[src/rtl/pfpf_pkg.sv]
package pfpf_pkg;

   // ---------------------------------------------------------------
   // Pin drive levels.
   // ---------------------------------------------------------------
   typedef enum logic [1:0] {
      PFPF_LVL_LOW  = 2'h0,
      PFPF_LVL_MID  = 2'h1,
      PFPF_LVL_HIGH = 2'h2
   } pfpf_level_type;

   // ---------------------------------------------------------------
   // Register keys and field layout.
   // ---------------------------------------------------------------
   localparam logic [1:0] KEY_GAIN = 2'h1;
   localparam logic [1:0] KEY_QUIESCENT = 2'h2;
   localparam logic [1:0] KEY_TCPOL = 2'h3;
   localparam int CODE_WIDTH = 6;
   localparam logic [5:0] CODE_MAX = 6'h3F;
   localparam logic [5:0] TC_MAX = 6'h07;
   localparam logic [5:0] DIR_BIT = 6'h08;
   localparam logic [5:0] LOCK_BIT = 6'h10;

   // ---------------------------------------------------------------
   // Timing: figures in ns, counts derived at 250 MHz.
   // ---------------------------------------------------------------
   localparam int CLK_PERIOD_NS = 4;
   localparam int T_ACTIVE_HIGH_NS = 30000;
   localparam int T_ACTIVE_MID_NS = 15000;
   localparam int T_OFF_HIGH_NS = 30000;
   localparam int T_OFF_MID_NS = 5000;
   localparam int T_BLOW_NS = 30000;
   localparam int CYC_ACTIVE_HIGH = (T_ACTIVE_HIGH_NS + CLK_PERIOD_NS - 1) / CLK_PERIOD_NS;
   localparam int CYC_ACTIVE_MID = (T_ACTIVE_MID_NS + CLK_PERIOD_NS - 1) / CLK_PERIOD_NS;
   localparam int CYC_OFF_HIGH = (T_OFF_HIGH_NS + CLK_PERIOD_NS - 1) / CLK_PERIOD_NS;
   localparam int CYC_OFF_MID = (T_OFF_MID_NS + CLK_PERIOD_NS - 1) / CLK_PERIOD_NS;
   localparam int CYC_BLOW = (T_BLOW_NS + CLK_PERIOD_NS - 1) / CLK_PERIOD_NS;

endpackage : pfpf_pkg

[src/rtl/pfpf_pulse_if.sv]
`timescale 1ns/10ps
// Carries one pulse request from the sequencer to the pulse shaper.
interface pfpf_pulse_if;
   logic req;
   logic high;
   logic [15:0] active_cyc;
   logic [15:0] off_cyc;
   logic busy;
   logic done;
   modport seq (output req, output high, output active_cyc, output off_cyc,
      input busy, input done);
   modport shaper (input req, input high, input active_cyc, input off_cyc,
      output busy, output done);
endinterface : pfpf_pulse_if

[src/rtl/pfpf_pulse_gen.sv]
`timescale 1ns/10ps
// Drives one pin pulse: the level for the active time, then low for the off time.
module pfpf_pulse_gen (
   input wire logic ref_clk_in,
   input wire logic rstn_in,
   pfpf_pulse_if.shaper pif,
   output pfpf_pkg::pfpf_level_type level_out
);
   logic [15:0] cnt_q, cnt_d;
   logic [1:0] ph_q, ph_d;
   logic hi_q, hi_d;
   logic [15:0] off_q, off_d;
   pfpf_pkg::pfpf_level_type lvl_q, lvl_d;
   logic done_q, done_d;
   logic [15:0] hi_run_q, hi_run_d;

   // ---------------------------------------------------------------
   // Phase 0 idle, 1 active level, 2 low recovery.
   // ---------------------------------------------------------------
   always_comb begin
      cnt_d = cnt_q;
      ph_d = ph_q;
      hi_d = hi_q;
      off_d = off_q;
      lvl_d = lvl_q;
      done_d = 1'b0;
      case (ph_q)
         2'h0: begin
            if (pif.req) begin
               ph_d = 2'h1;
               hi_d = pif.high;
               off_d = pif.off_cyc;
               cnt_d = pif.active_cyc;
               lvl_d = pif.high ? pfpf_pkg::PFPF_LVL_HIGH : pfpf_pkg::PFPF_LVL_MID;
            end
         end
         2'h1: begin
            if (cnt_q <= 16'h0001) begin
               ph_d = 2'h2;
               cnt_d = off_q;
               lvl_d = pfpf_pkg::PFPF_LVL_LOW;
            end else begin
               cnt_d = cnt_q - 16'h0001;
            end
         end
         default: begin
            if (cnt_q <= 16'h0001) begin
               ph_d = 2'h0;
               done_d = 1'b1;
            end else begin
               cnt_d = cnt_q - 16'h0001;
            end
         end
      endcase
   end

   // Registers only.
   always_ff @(posedge ref_clk_in or negedge rstn_in) begin
      if (!rstn_in) begin
         cnt_q <= 16'h0000;
         ph_q <= 2'h0;
         hi_q <= 1'b0;
         off_q <= 16'h0000;
         lvl_q <= pfpf_pkg::PFPF_LVL_LOW;
         done_q <= 1'b0;
      end else begin
         cnt_q <= cnt_d;
         ph_q <= ph_d;
         hi_q <= hi_d;
         off_q <= off_d;
         lvl_q <= lvl_d;
         done_q <= done_d;
      end
   end

   // Check helper: cycles the high level has stood so far.
   always_comb begin
      hi_run_d = 16'h0000;
      if (lvl_q == pfpf_pkg::PFPF_LVL_HIGH) begin
         hi_run_d = hi_run_q + 16'h0001;
      end
   end

   // Helper register only.
   always_ff @(posedge ref_clk_in or negedge rstn_in) begin
      if (!rstn_in) begin
         hi_run_q <= 16'h0000;
      end else begin
         hi_run_q <= hi_run_d;
      end
   end

   assign pif.busy = (ph_q != 2'h0);
   assign pif.done = done_q;
   assign level_out = lvl_q;
endmodule : pfpf_pulse_gen

[src/rtl/pfpf_programmer.sv]
`timescale 1ns/10ps
// Behaviour
// - One high pulse enters key selection
// - Mid pulse count selects register key
// - High pulse after key enters addressing
// - High pulse in addressing blows addressed bit
// - Blow one bit per power cycle
// - Blow pulse high for at least 30 us
module pfpf_programmer #(
   parameter int POWER_OFF_CYC = 250000,
   parameter int POWER_ON_CYC = 250000
) (
   input wire logic ref_clk_in,
   input wire logic rstn_in,
   input wire logic start_in,
   input wire logic [1:0] key_in,
   input wire logic [5:0] code_in,
   input wire logic blow_in,
   input wire logic locked_in,
   output logic [1:0] pin_level_out,
   output logic supply_on_out,
   output logic busy_out,
   output logic done_out,
   output logic error_out
);
   typedef enum logic [7:0] {
      PFPF_IDLE = 8'h01,
      PFPF_PWRUP = 8'h02,
      PFPF_ENTER = 8'h04,
      PFPF_KEY = 8'h08,
      PFPF_ADDR = 8'h10,
      PFPF_CODE = 8'h20,
      PFPF_BLOW = 8'h40,
      PFPF_PWROFF = 8'h80
   } pfpf_state_type;

   pfpf_pulse_if pif ();
   pfpf_pkg::pfpf_level_type lvl;

   pfpf_state_type st_q, st_d;
   logic [5:0] key_cnt_q, key_cnt_d;
   logic [5:0] code_cnt_q, code_cnt_d;
   logic [1:0] key_q, key_d;
   logic [5:0] tgt_q, tgt_d;
   logic blw_q, blw_d;
   logic [17:0] tmr_q, tmr_d;
   logic wait_q, wait_d;
   logic sup_q, sup_d;
   logic done_q, done_d;
   logic err_q, err_d;
   logic busy_q, busy_d;
   logic lk_s1_q, lk_s2_q;
   logic [1:0] lvl_q;

   // Returns true when a code holds more than one set bit.
   function automatic logic multi_bit(input logic [5:0] c);
      return (c & (c - 6'h01)) != 6'h00;
   endfunction : multi_bit

   // ---------------------------------------------------------------
   // Pulse shaper.
   // ---------------------------------------------------------------
   pfpf_pulse_gen u_pulse (
      .ref_clk_in(ref_clk_in),
      .rstn_in(rstn_in),
      .pif(pif.shaper),
      .level_out(lvl)
   );

   // ---------------------------------------------------------------
   // Sequencer: power up, enter, key, addressing, optional blow.
   // ---------------------------------------------------------------
   always_comb begin
      st_d = st_q;
      key_cnt_d = key_cnt_q;
      code_cnt_d = code_cnt_q;
      key_d = key_q;
      tgt_d = tgt_q;
      blw_d = blw_q;
      tmr_d = tmr_q;
      wait_d = wait_q;
      sup_d = sup_q;
      done_d = 1'b0;
      err_d = err_q;
      pif.req = 1'b0;
      pif.high = 1'b0;
      pif.active_cyc = 16'(pfpf_pkg::CYC_ACTIVE_MID);
      pif.off_cyc = 16'(pfpf_pkg::CYC_OFF_MID);
      // A request stays pending until its pulse completes.
      if (wait_q && pif.done) begin
         wait_d = 1'b0;
      end
      case (st_q)
         PFPF_IDLE: begin
            if (start_in) begin
               // Lock refusal, bad key and multi-bit blow are caught up front.
               if (lk_s2_q || key_in == 2'h0 ||
                   (blow_in && (multi_bit(code_in) || code_in == 6'h00))) begin
                  err_d = 1'b1;
                  done_d = 1'b1;
               end else begin
                  err_d = 1'b0;
                  key_d = key_in;
                  tgt_d = code_in;
                  blw_d = blow_in;
                  sup_d = 1'b1;
                  tmr_d = 18'(POWER_ON_CYC);
                  st_d = PFPF_PWRUP;
               end
            end
         end
         PFPF_PWRUP: begin
            // Fresh power puts the device in initial with unblown bits zero.
            if (tmr_q == 18'h0_0000) begin
               st_d = PFPF_ENTER;
            end else begin
               tmr_d = tmr_q - 18'h0_0001;
            end
         end
         PFPF_ENTER: begin
            // High pulse opens key selection; no mid pulse is sent here.
            if (!wait_q && !pif.busy) begin
               pif.req = 1'b1;
               pif.high = 1'b1;
               pif.active_cyc = 16'(pfpf_pkg::CYC_ACTIVE_HIGH);
               pif.off_cyc = 16'(pfpf_pkg::CYC_OFF_HIGH);
               wait_d = 1'b1;
               key_cnt_d = 6'h00;
               st_d = PFPF_KEY;
            end
         end
         PFPF_KEY: begin
            // One mid pulse per key step selects the single register.
            if (!wait_q && !pif.busy) begin
               pif.req = 1'b1;
               wait_d = 1'b1;
               if (key_cnt_q == {4'h0, key_q}) begin
                  pif.high = 1'b1;
                  pif.active_cyc = 16'(pfpf_pkg::CYC_ACTIVE_HIGH);
                  pif.off_cyc = 16'(pfpf_pkg::CYC_OFF_HIGH);
                  code_cnt_d = 6'h00;
                  st_d = PFPF_ADDR;
               end else begin
                  key_cnt_d = key_cnt_q + 6'h01;
               end
            end
         end
         PFPF_ADDR: begin
            // Code counts up by one per mid pulse, never past the target.
            if (!wait_q && !pif.busy) begin
               if (code_cnt_q == tgt_q || code_cnt_q == pfpf_pkg::CODE_MAX) begin
                  st_d = blw_q ? PFPF_BLOW : PFPF_CODE;
               end else begin
                  pif.req = 1'b1;
                  wait_d = 1'b1;
                  code_cnt_d = code_cnt_q + 6'h01;
               end
            end
         end
         PFPF_CODE: begin
            // Try mode: supply stays up so the trial code can be measured.
            done_d = 1'b1;
            st_d = PFPF_IDLE;
         end
         PFPF_BLOW: begin
            // Blow pulse, then the supply is cycled before anything else.
            if (!wait_q && !pif.busy) begin
               pif.req = 1'b1;
               pif.high = 1'b1;
               pif.active_cyc = 16'(pfpf_pkg::CYC_BLOW);
               pif.off_cyc = 16'(pfpf_pkg::CYC_OFF_HIGH);
               wait_d = 1'b1;
               tmr_d = 18'(POWER_OFF_CYC);
               st_d = PFPF_PWROFF;
            end
         end
         PFPF_PWROFF: begin
            if (!wait_q && !pif.busy) begin
               sup_d = 1'b0;
               if (tmr_q == 18'h0_0000) begin
                  done_d = 1'b1;
                  st_d = PFPF_IDLE;
               end else begin
                  tmr_d = tmr_q - 18'h0_0001;
               end
            end
         end
         default: begin
            st_d = PFPF_IDLE;
         end
      endcase
      // A new request while the supply is up only powers down, then finishes.
      if (st_q == PFPF_IDLE && start_in && st_d == PFPF_PWRUP && sup_q) begin
         sup_d = 1'b0;
         tmr_d = 18'(POWER_OFF_CYC);
         st_d = PFPF_PWROFF;
         blw_d = 1'b0;
      end
      // Busy is registered from the next state, so the output stands on a flop.
      busy_d = (st_d != PFPF_IDLE);
   end

   // State registers only.
   always_ff @(posedge ref_clk_in or negedge rstn_in) begin
      if (!rstn_in) begin
         st_q <= PFPF_IDLE;
         key_cnt_q <= 6'h00;
         code_cnt_q <= 6'h00;
         key_q <= 2'h0;
         tgt_q <= 6'h00;
         blw_q <= 1'b0;
         tmr_q <= 18'h0_0000;
         wait_q <= 1'b0;
         sup_q <= 1'b0;
         done_q <= 1'b0;
         err_q <= 1'b0;
         busy_q <= 1'b0;
         lk_s1_q <= 1'b0;
         lk_s2_q <= 1'b0;
         lvl_q <= 2'h0;
      end else begin
         st_q <= st_d;
         key_cnt_q <= key_cnt_d;
         code_cnt_q <= code_cnt_d;
         key_q <= key_d;
         tgt_q <= tgt_d;
         blw_q <= blw_d;
         tmr_q <= tmr_d;
         wait_q <= wait_d;
         sup_q <= sup_d;
         done_q <= done_d;
         err_q <= err_d;
         busy_q <= busy_d;
         lk_s1_q <= locked_in;
         lk_s2_q <= lk_s1_q;
         lvl_q <= lvl;
      end
   end

   assign pin_level_out = lvl_q;
   assign supply_on_out = sup_q;
   assign busy_out = busy_q;
   assign done_out = done_q;
   assign error_out = err_q;
endmodule : pfpf_programmer

[config.mk]
export PLATFORM = sky130hd
export DESIGN_NAME = pfpf_programmer
export DESIGN_NICKNAME = d
export VERILOG_FILES = /design/src/rtl/pfpf_pkg.sv /design/src/rtl/pfpf_pulse_if.sv /design/src/rtl/pfpf_pulse_gen.sv /design/src/rtl/pfpf_programmer.sv
export SDC_FILE = /design/constraint.sdc
export NUM_CORES = 1
export LEC_CHECK = 0
export BUFFER_PORTS_ARGS = -buffer_cell sky130_fd_sc_hd__buf_2
export CORE_ASPECT_RATIO = 0.9
export CORE_UTILIZATION = 60
export DETAILED_ROUTE_END_ITERATION = 10
export HOLD_SLACK_MARGIN = 0.03
export PLACE_DENSITY = 0.78
export SYNTH_ARGS = -nofsm -noshare
export SYNTH_HDL_FRONTEND = slang
export SYNTH_SLANG_ARGS = --single-unit
[constraint.sdc]
create_clock -name ref_clk_in -period 3.6 [get_ports ref_clk_in]
set_clock_uncertainty 0.05 [all_clocks]
set_input_delay 0.72 -clock ref_clk_in [delete_from_list [all_inputs] [get_ports ref_clk_in]]
set_output_delay 0.72 -clock ref_clk_in [all_outputs]
set_load 0.03 [all_outputs]
==> impl_metrics.toml, run 1 <==
[run_status]
status = "complete, no violations"

[final_layout]
antenna-diode-count = 0
layout.core_utilization_pct = 67.4
layout.cells.most_common = "sky130_fd_sc_hd__dfrtp_1"
synthToLayoutAreaGrowth_pct = 8.22
finalNetCount = 511
final-instance-count-excl-fill = 591
drive_above_1_share_pct = 11.4
finalInstanceArea_um2 = 4790
layout_common_cells = "sky130_fd_sc_hd__dfrtp_1, sky130_fd_sc_hd__nand2_1, sky130_fd_sc_hd__nor2_1, sky130_fd_sc_hd__o21ai_0, sky130_fd_sc_hd__a21oi_1"

[worst_setup_path]
crit_path_start_kind = "register"
cp-end-kind = "register"
worst-endpoint-arrival_ns = 3.36
worst-path-stages = 8
crit_type = "register to register"
crit_chain = "inv_1 > ha_1 > nor4b_1 > and3_1 > a22o_1 > o21a_1 > or2_0 > a221o_1"
critPathSlowestCell = "sky130_fd_sc_hd__nor4b_1"
worst-r2r-setup-slack_ns = 0.48
worst_endpoint_required_time_ns = 3.84
rr_worst_depth = 8
r2r-start = "tmr_q[0]"
timing.rr.end = "tmr_q[6]"
family_of_cells_with_the_greatest_summed_delay_on_the_critical_path = "simple AND/OR/NAND/NOR gates"
critPathMaxFanout = 11
cp.buffers_inverters = 1
worst_path_largest_cell_delay_ns = 0.51

[synth]
netlist_area_um2 = 4430
synth_edf_count = 0
synth_compound_area_share_pct = 20.8
synthDistinctLibCells = 66
synth_top_family_by_area = "simple AND/OR/NAND/NOR gates"
synth_simple_gate_area_share_pct = 23.6
post_synth_fa_ha_maj_area_fraction_pct = 1.41
synth.avg_cell_area_um2 = 9.27
synth_largest_type_area_fraction_pct = 44.6
synth-main-ff-cell = "sky130_fd_sc_hd__dfrtp_1"
synth_warnings = 0
yosys_register_bits = 80
postSynthCellCount = 478
parity_gate_share_of_the_synthesized_area_counting_xor_and_xnor_cells_pct = 3.36
synth_seq_area_share_pct = 45.2
async_flop_share_pct = 100
post_synth_mux_area_share_pct = 2.74
post_syn_nets = 496
synthTopCellsByArea = "sky130_fd_sc_hd__dfrtp_1, sky130_fd_sc_hd__nand2_1, sky130_fd_sc_hd__nor2_1, sky130_fd_sc_hd__o21ai_0, sky130_fd_sc_hd__a21oi_1"
synth_area_leader_cell = "sky130_fd_sc_hd__dfrtp_1"

[clocking]
post_cts_hold_buffer_count = 0
cts_buffers = 9
cts_root_buffer = "sky130_fd_sc_hd__clkbuf_8"
tritoncts = "built"
clkSlewWorstSetupHoldPaths_ns = 0.08
cts_num_sinks = 80
post_cts.resized_instances = 0
ctsHtreeMaxLevel = 3
cts_setup_buffers = 0
clkLatencyLatePin_ns = 0.35
cts-root-to-sink-buffers = 2

[timing]
report.final.setup_viol = 0
final_critical_path_setup_slack_ns = 0.480
finalHoldViolCount = 0
whs_ns = 0.303
maxClockFrequency_ghz = 0.321
unrepaired_setup_endpoints_after_global_routing = "false"
setup-tns-final_ns = 0
relSlewSlack_pct = 33.9
drv_slew = 0
period_share_pct = 86.7
period_needed_ns = 3.12
tightest_slew_ns = 0.992

[power]
peakVddDrop_v = 0.000247
power_per_cell_area_nw_per_um2 = 344
post-layout-total-power_mw = 1.65
p_leak_nw = 2.21

[placement]
dpl-instance-area_um2 = 4580
dp_hpwl_um = 6720
placement.setup.worst_slack_ns = 0.587
gp_routability_congestion = 0.930
number_of_i_o_port_buffers = 18
place.detailed.instances = 575

[floorplan]
start_util_pct = 62.3
fp.dieW_um = 92.6
io-pin-count = 19
num_rows = 29
core-area_um2 = 7110
die_height_um = 83.5
die-area_um2 = 7730

[routing]
routed_wire_length_per_instance_um = 16.4
first_pass_iters = 5
detail_route.iter0.violations = 314
routed_via_density = 6.39
antenna_violating_nets_left = 0
drc = 0
totalWireLength_um = 9680
via_count = 3776

[min_path]
min-delay-path-class = "register to register"
holdPathEnd = "lk_s2_q"
hold_path.startpoint = "lk_s1_q"
hold-path-cell-count = 0

[global_route]
largest_net_degree_at_the_start_of_global_routing = 81
global_route_overflow = 0
grt_pass1_wl_um = 16800
via_count_of_the_first_global_routing_pass = 3586
grt_antenna_before_repair = 0
grtUsageTotal_pct = 27.3

[flow_run]
cap_viol_max_count = 0
[final cells by class]
class | count | area (um^2)
Fill cell | 551 | 2320
Inverter | 14 | 52.6
Clock buffer | 11 | 131
Clock inverter | 5 | 81.3
Tap cell | 93 | 116
Multi-Input combinational cell | 368 | 2300
Timing Repair Buffer | 20 | 108
Sequential cell | 80 | 2000
[metal layers]
layer  track usage [%]  part of all wire, %  vias to the layer above
met5                 0                    0                        -
met2              42.2                   46                      121
met3              5.37                  5.5                       25
met4              9.23                  1.6                        0
met1              38.5                   47                     1821
li1                  -                    -                     1809
[kinds of logic after synthesis]
group / Yosys count
simple gates: 198
compound gates: 137
flops: 80
buf+inv: 30
xor+xnor: 17
mux: 11
fa+ha+maj: 5
[report_power, final]
group	total, mW	internal, mW	switching (mW)
Sequential	0.899	0.899	0.000284
Combinational	0.0349	0.00940	0.0255
Clock	0.715	0.391	0.324
Total	1.65	1.30	0.349
[synth_stat cells (all sizes together), types with 3 or more instances]
| cell | instances |
|---|---|
| a31oi | 11 |
| o21ai | 33 |
| nor2b | 6 |
| nor2 | 46 |
| and3 | 6 |
| nand2 | 49 |
| and2 | 5 |
| clkbuf | 11 |
| nand3 | 19 |
| o211ai | 3 |
| xor2 | 10 |
| a21o | 5 |
| a22o | 4 |
| a21oi | 24 |
| dfrtp | 79 |
| nor4 | 10 |
| nand4 | 5 |
| a22oi | 3 |
| or2 | 5 |
| buf | 5 |
| o21a | 11 |
| xnor2 | 7 |
| or3 | 9 |
| mux2 | 9 |
| ha | 5 |
| or4 | 6 |
| o31ai | 14 |
| nor3 | 18 |
| inv | 14 |
[registers in the layout, indices dropped and copies added, names as in the netlist, 2 cells and up]
register,count
tgt_q,6
pin_level_out,2
u_pulse.cnt_q,16
u_pulse.off_q,3
tmr_q,18
code_cnt_q,6
key_cnt_q,6
u_pulse.ph_q,2
key_q,2
u_pulse.level_out,2
st_q,8
[worst max path at each step]
stage / startpoint / endpoint / slack [ns]
CTS: tmr_q[0] / tmr_q[6] / 0.55
finish: tmr_q[0] / tmr_q[6] / 0.48
floorplan: code_in[1] / tmr_q[6] / 1.08
global route: tmr_q[0] / tmr_q[6] / 0.25
global placement: tmr_q[0] / tmr_q[6] / 0.74
detailed placement: tmr_q[0] / tmr_q[6] / 0.59
Note: power is estimated with default switching activity, not from simulation.
==> inputs of run 2 (changes only) <==
--- a/config.mk
+++ b/config.mk
@@ -10,7 +10,7 @@
 export CORE_UTILIZATION = 60
 export DETAILED_ROUTE_END_ITERATION = 10
 export HOLD_SLACK_MARGIN = 0.03
-export PLACE_DENSITY = 0.78
+export PLACE_DENSITY = 0.84
 export SYNTH_ARGS = -nofsm -noshare
 export SYNTH_HDL_FRONTEND = slang
 export SYNTH_SLANG_ARGS = --single-unit
==> run 2 against run 1 <==
First-iteration DRC count increased by 30%. Non-clock buffer count grew 1. Wire length is 1.8% higher. Worst hold slack improved by 0.015 ns. Die area unchanged. Sequential power is essentially flat. Worst setup slack improved by 0.076 ns. Count of clock-buffer cells in the layout up 1. Maximum frequency is 2.5% higher. Final cell count unchanged. Sequential share of layout area decreased by 0.13 points. Largest cell class unchanged.
==> impl_metrics.toml, run 2 (synthesis results as in run 1) <==
[clocking]
clkSlewWorstSetupHoldPaths_ns = 0.08
cts_buffers = 9
cts_root_buffer = "sky130_fd_sc_hd__clkbuf_8"
cts_setup_buffers = 0
post_cts.resized_instances = 0
cts-root-to-sink-buffers = 2
ctsHtreeMaxLevel = 3
clkLatencyLatePin_ns = 0.35
cts_num_sinks = 80
post_cts_hold_buffer_count = 0
tritoncts = "built"

[final_layout]
finalNetCount = 512
layout_common_cells = "sky130_fd_sc_hd__dfrtp_1, sky130_fd_sc_hd__nand2_1, sky130_fd_sc_hd__nor2_1, sky130_fd_sc_hd__o21ai_0, sky130_fd_sc_hd__a21oi_1"
largest_register_ffs = 18
antenna-diode-count = 0
biggestRegsByFlops = "tmr_q x18, u_pulse.cnt_q x16, st_q x8"
synthToLayoutAreaGrowth_pct = 8.56
drive_above_1_share_pct = 11.6
layout.cells.most_common = "sky130_fd_sc_hd__dfrtp_1"
largest-register = "tmr_q"

[worst_setup_path]
crit_type = "register to register"
worst_endpoint_required_time_ns = 3.84
timing.rr.end = "tmr_q[6]"
rr_worst_depth = 8
cp-end-kind = "register"
critical_path.startpoint = "tmr_q[0]"
r2r-start = "tmr_q[0]"
worst-r2r-setup-slack_ns = 0.56
crit_path_start_kind = "register"
critPathMaxFanout = 11
worst-endpoint-arrival_ns = 3.28

[run_status]
status = "complete, no violations"

[floorplan]
die_height_um = 83.5
num_rows = 29
start_util_pct = 62.3
io-pin-count = 19
fp.dieW_um = 92.6
die-area_um2 = 7730
core-area_um2 = 7110

[timing]
period_needed_ns = 3.04
unrepaired_setup_endpoints_after_global_routing = "false"
tightest_slew_ns = 0.978
period_share_pct = 84.6
setup-tns-final_ns = 0
drv_slew = 0
maxClockFrequency_ghz = 0.329
whs_ns = 0.318
report.final.setup_viol = 0
finalHoldViolCount = 0
relSlewSlack_pct = 34.8

[routing]
route.top_layer_used = "met4"
routed_via_density = 6.45
wl_met3_um = 557
totalWireLength_um = 9860
via_count = 3811
wirelength_met1_um = 4410
detail_route.iter0.violations = 407
antenna_violating_nets_left = 0
drc = 0
routed_wire_length_per_instance_um = 16.7
first_pass_iters = 6
dr_wl_met2_um = 4780

[min_path]
holdPathEnd = "lk_s2_q"
min-delay-path-class = "register to register"
hold-path-cell-count = 0
hold_path.startpoint = "lk_s1_q"

[power]
power_per_cell_area_nw_per_um2 = 348
internal_power_mw = 1.33
share_clk_of_total_power_pct = 44.2
p_leak_nw = 2.22
power.sequential.fraction_pct = 53.7
comb_power_share_pct = 2.1
power_switching_mw = 0.341
peakVddDrop_v = 0.000236
power_switching_share_pct = 20.4

[global_route]
grt_antenna_before_repair = 0
grt_pass1_wl_um = 16800
grtUsageTotal_pct = 27.2
largest_net_degree_at_the_start_of_global_routing = 81
global_route_overflow = 0
via_count_of_the_first_global_routing_pass = 3597

[placement]
dp_hpwl_um = 6960
gp_routability_congestion = 0.941
number_of_i_o_port_buffers = 18

[flow_run]
cap_viol_max_count = 0
==> run 2: cell types whose count changed in the layout (fill, tap and decap cells not counted), sizes merged <==
cell / change
buf: +1
clkbuf: +1
clkinv: -1
clkinvlp: -1
==> run 2: routing by layer <==
layer | vias to the layer above | GRT usage, %
li1 | 1812 | -
met1 | 1844 | 37.2
met2 | 136 | 44.8
met3 | 19 | 5.65
met4 | 0 | 6.25
met5 | - | 0
==> run 2: how the worst max path moves through the flow <==
stage | endpoint | slack (ns)
2_1_floorplan | tmr_q[6] | 1.08
3_3_place_gp | tmr_q[6] | 0.76
3_5_place_dp | tmr_q[16] | 0.60
4_1_cts | tmr_q[6] | 0.56
5_1_grt | tmr_q[6] | 0.15
6_report | tmr_q[6] | 0.56
==> run 2: cell type report <==
cell class	count	area [um^2]
Sequential cell	80	2000
Timing Repair Buffer	21	115
Clock inverter	3	65.1
Inverter	14	52.6
Multi-Input combinational cell	368	2300
Fill cell	592	2300
Tap cell	93	116
Clock buffer	12	155
==> run 2: power by group through the flow <==
stage / clock (mW) / sequential [mW] / combinational [mW]
4_1_cts: 0.754 / 0.899 / 0.0362
6_report: 0.739 / 0.899 / 0.0350
2_1_floorplan: 0 / 0.917 / 0.00731
3_5_place_dp: 0 / 0.917 / 0.0362
5_1_grt: 0.784 / 0.899 / 0.0413
3_3_place_gp: 0 / 0.917 / 0.0351
==> run 2: worst max-delay path, cell delays in order (launching register included) <==
cell and delay, ns:
sky130_fd_sc_hd__dfrtp_1 0.40, sky130_fd_sc_hd__inv_1 0.09, sky130_fd_sc_hd__ha_1 0.21, sky130_fd_sc_hd__nor4b_1 0.48, sky130_fd_sc_hd__and3_1 0.38, sky130_fd_sc_hd__a22o_1 0.42, sky130_fd_sc_hd__o21a_1 0.27, sky130_fd_sc_hd__or2_0 0.44
sky130_fd_sc_hd__a221o_1 0.23
==> run 2: through the flow <==
step | std cells | utilization (%) | total power, mW | instance area [um^2] | setup WS, ns
5_1_grt | 591 | 67.6 | 1.72 | 4810 | 0.155
2_1_floorplan | 478 | - | 0.925 | 4430 | 1.08
3_3_place_gp | 576 | 64.5 | 0.952 | 4590 | 0.757
3_5_place_dp | 576 | 64.5 | 0.953 | 4590 | 0.596
4_1_cts | 591 | 67.6 | 1.69 | 4810 | 0.559
6_report | 591 | 67.6 | 1.67 | 4810 | 0.556
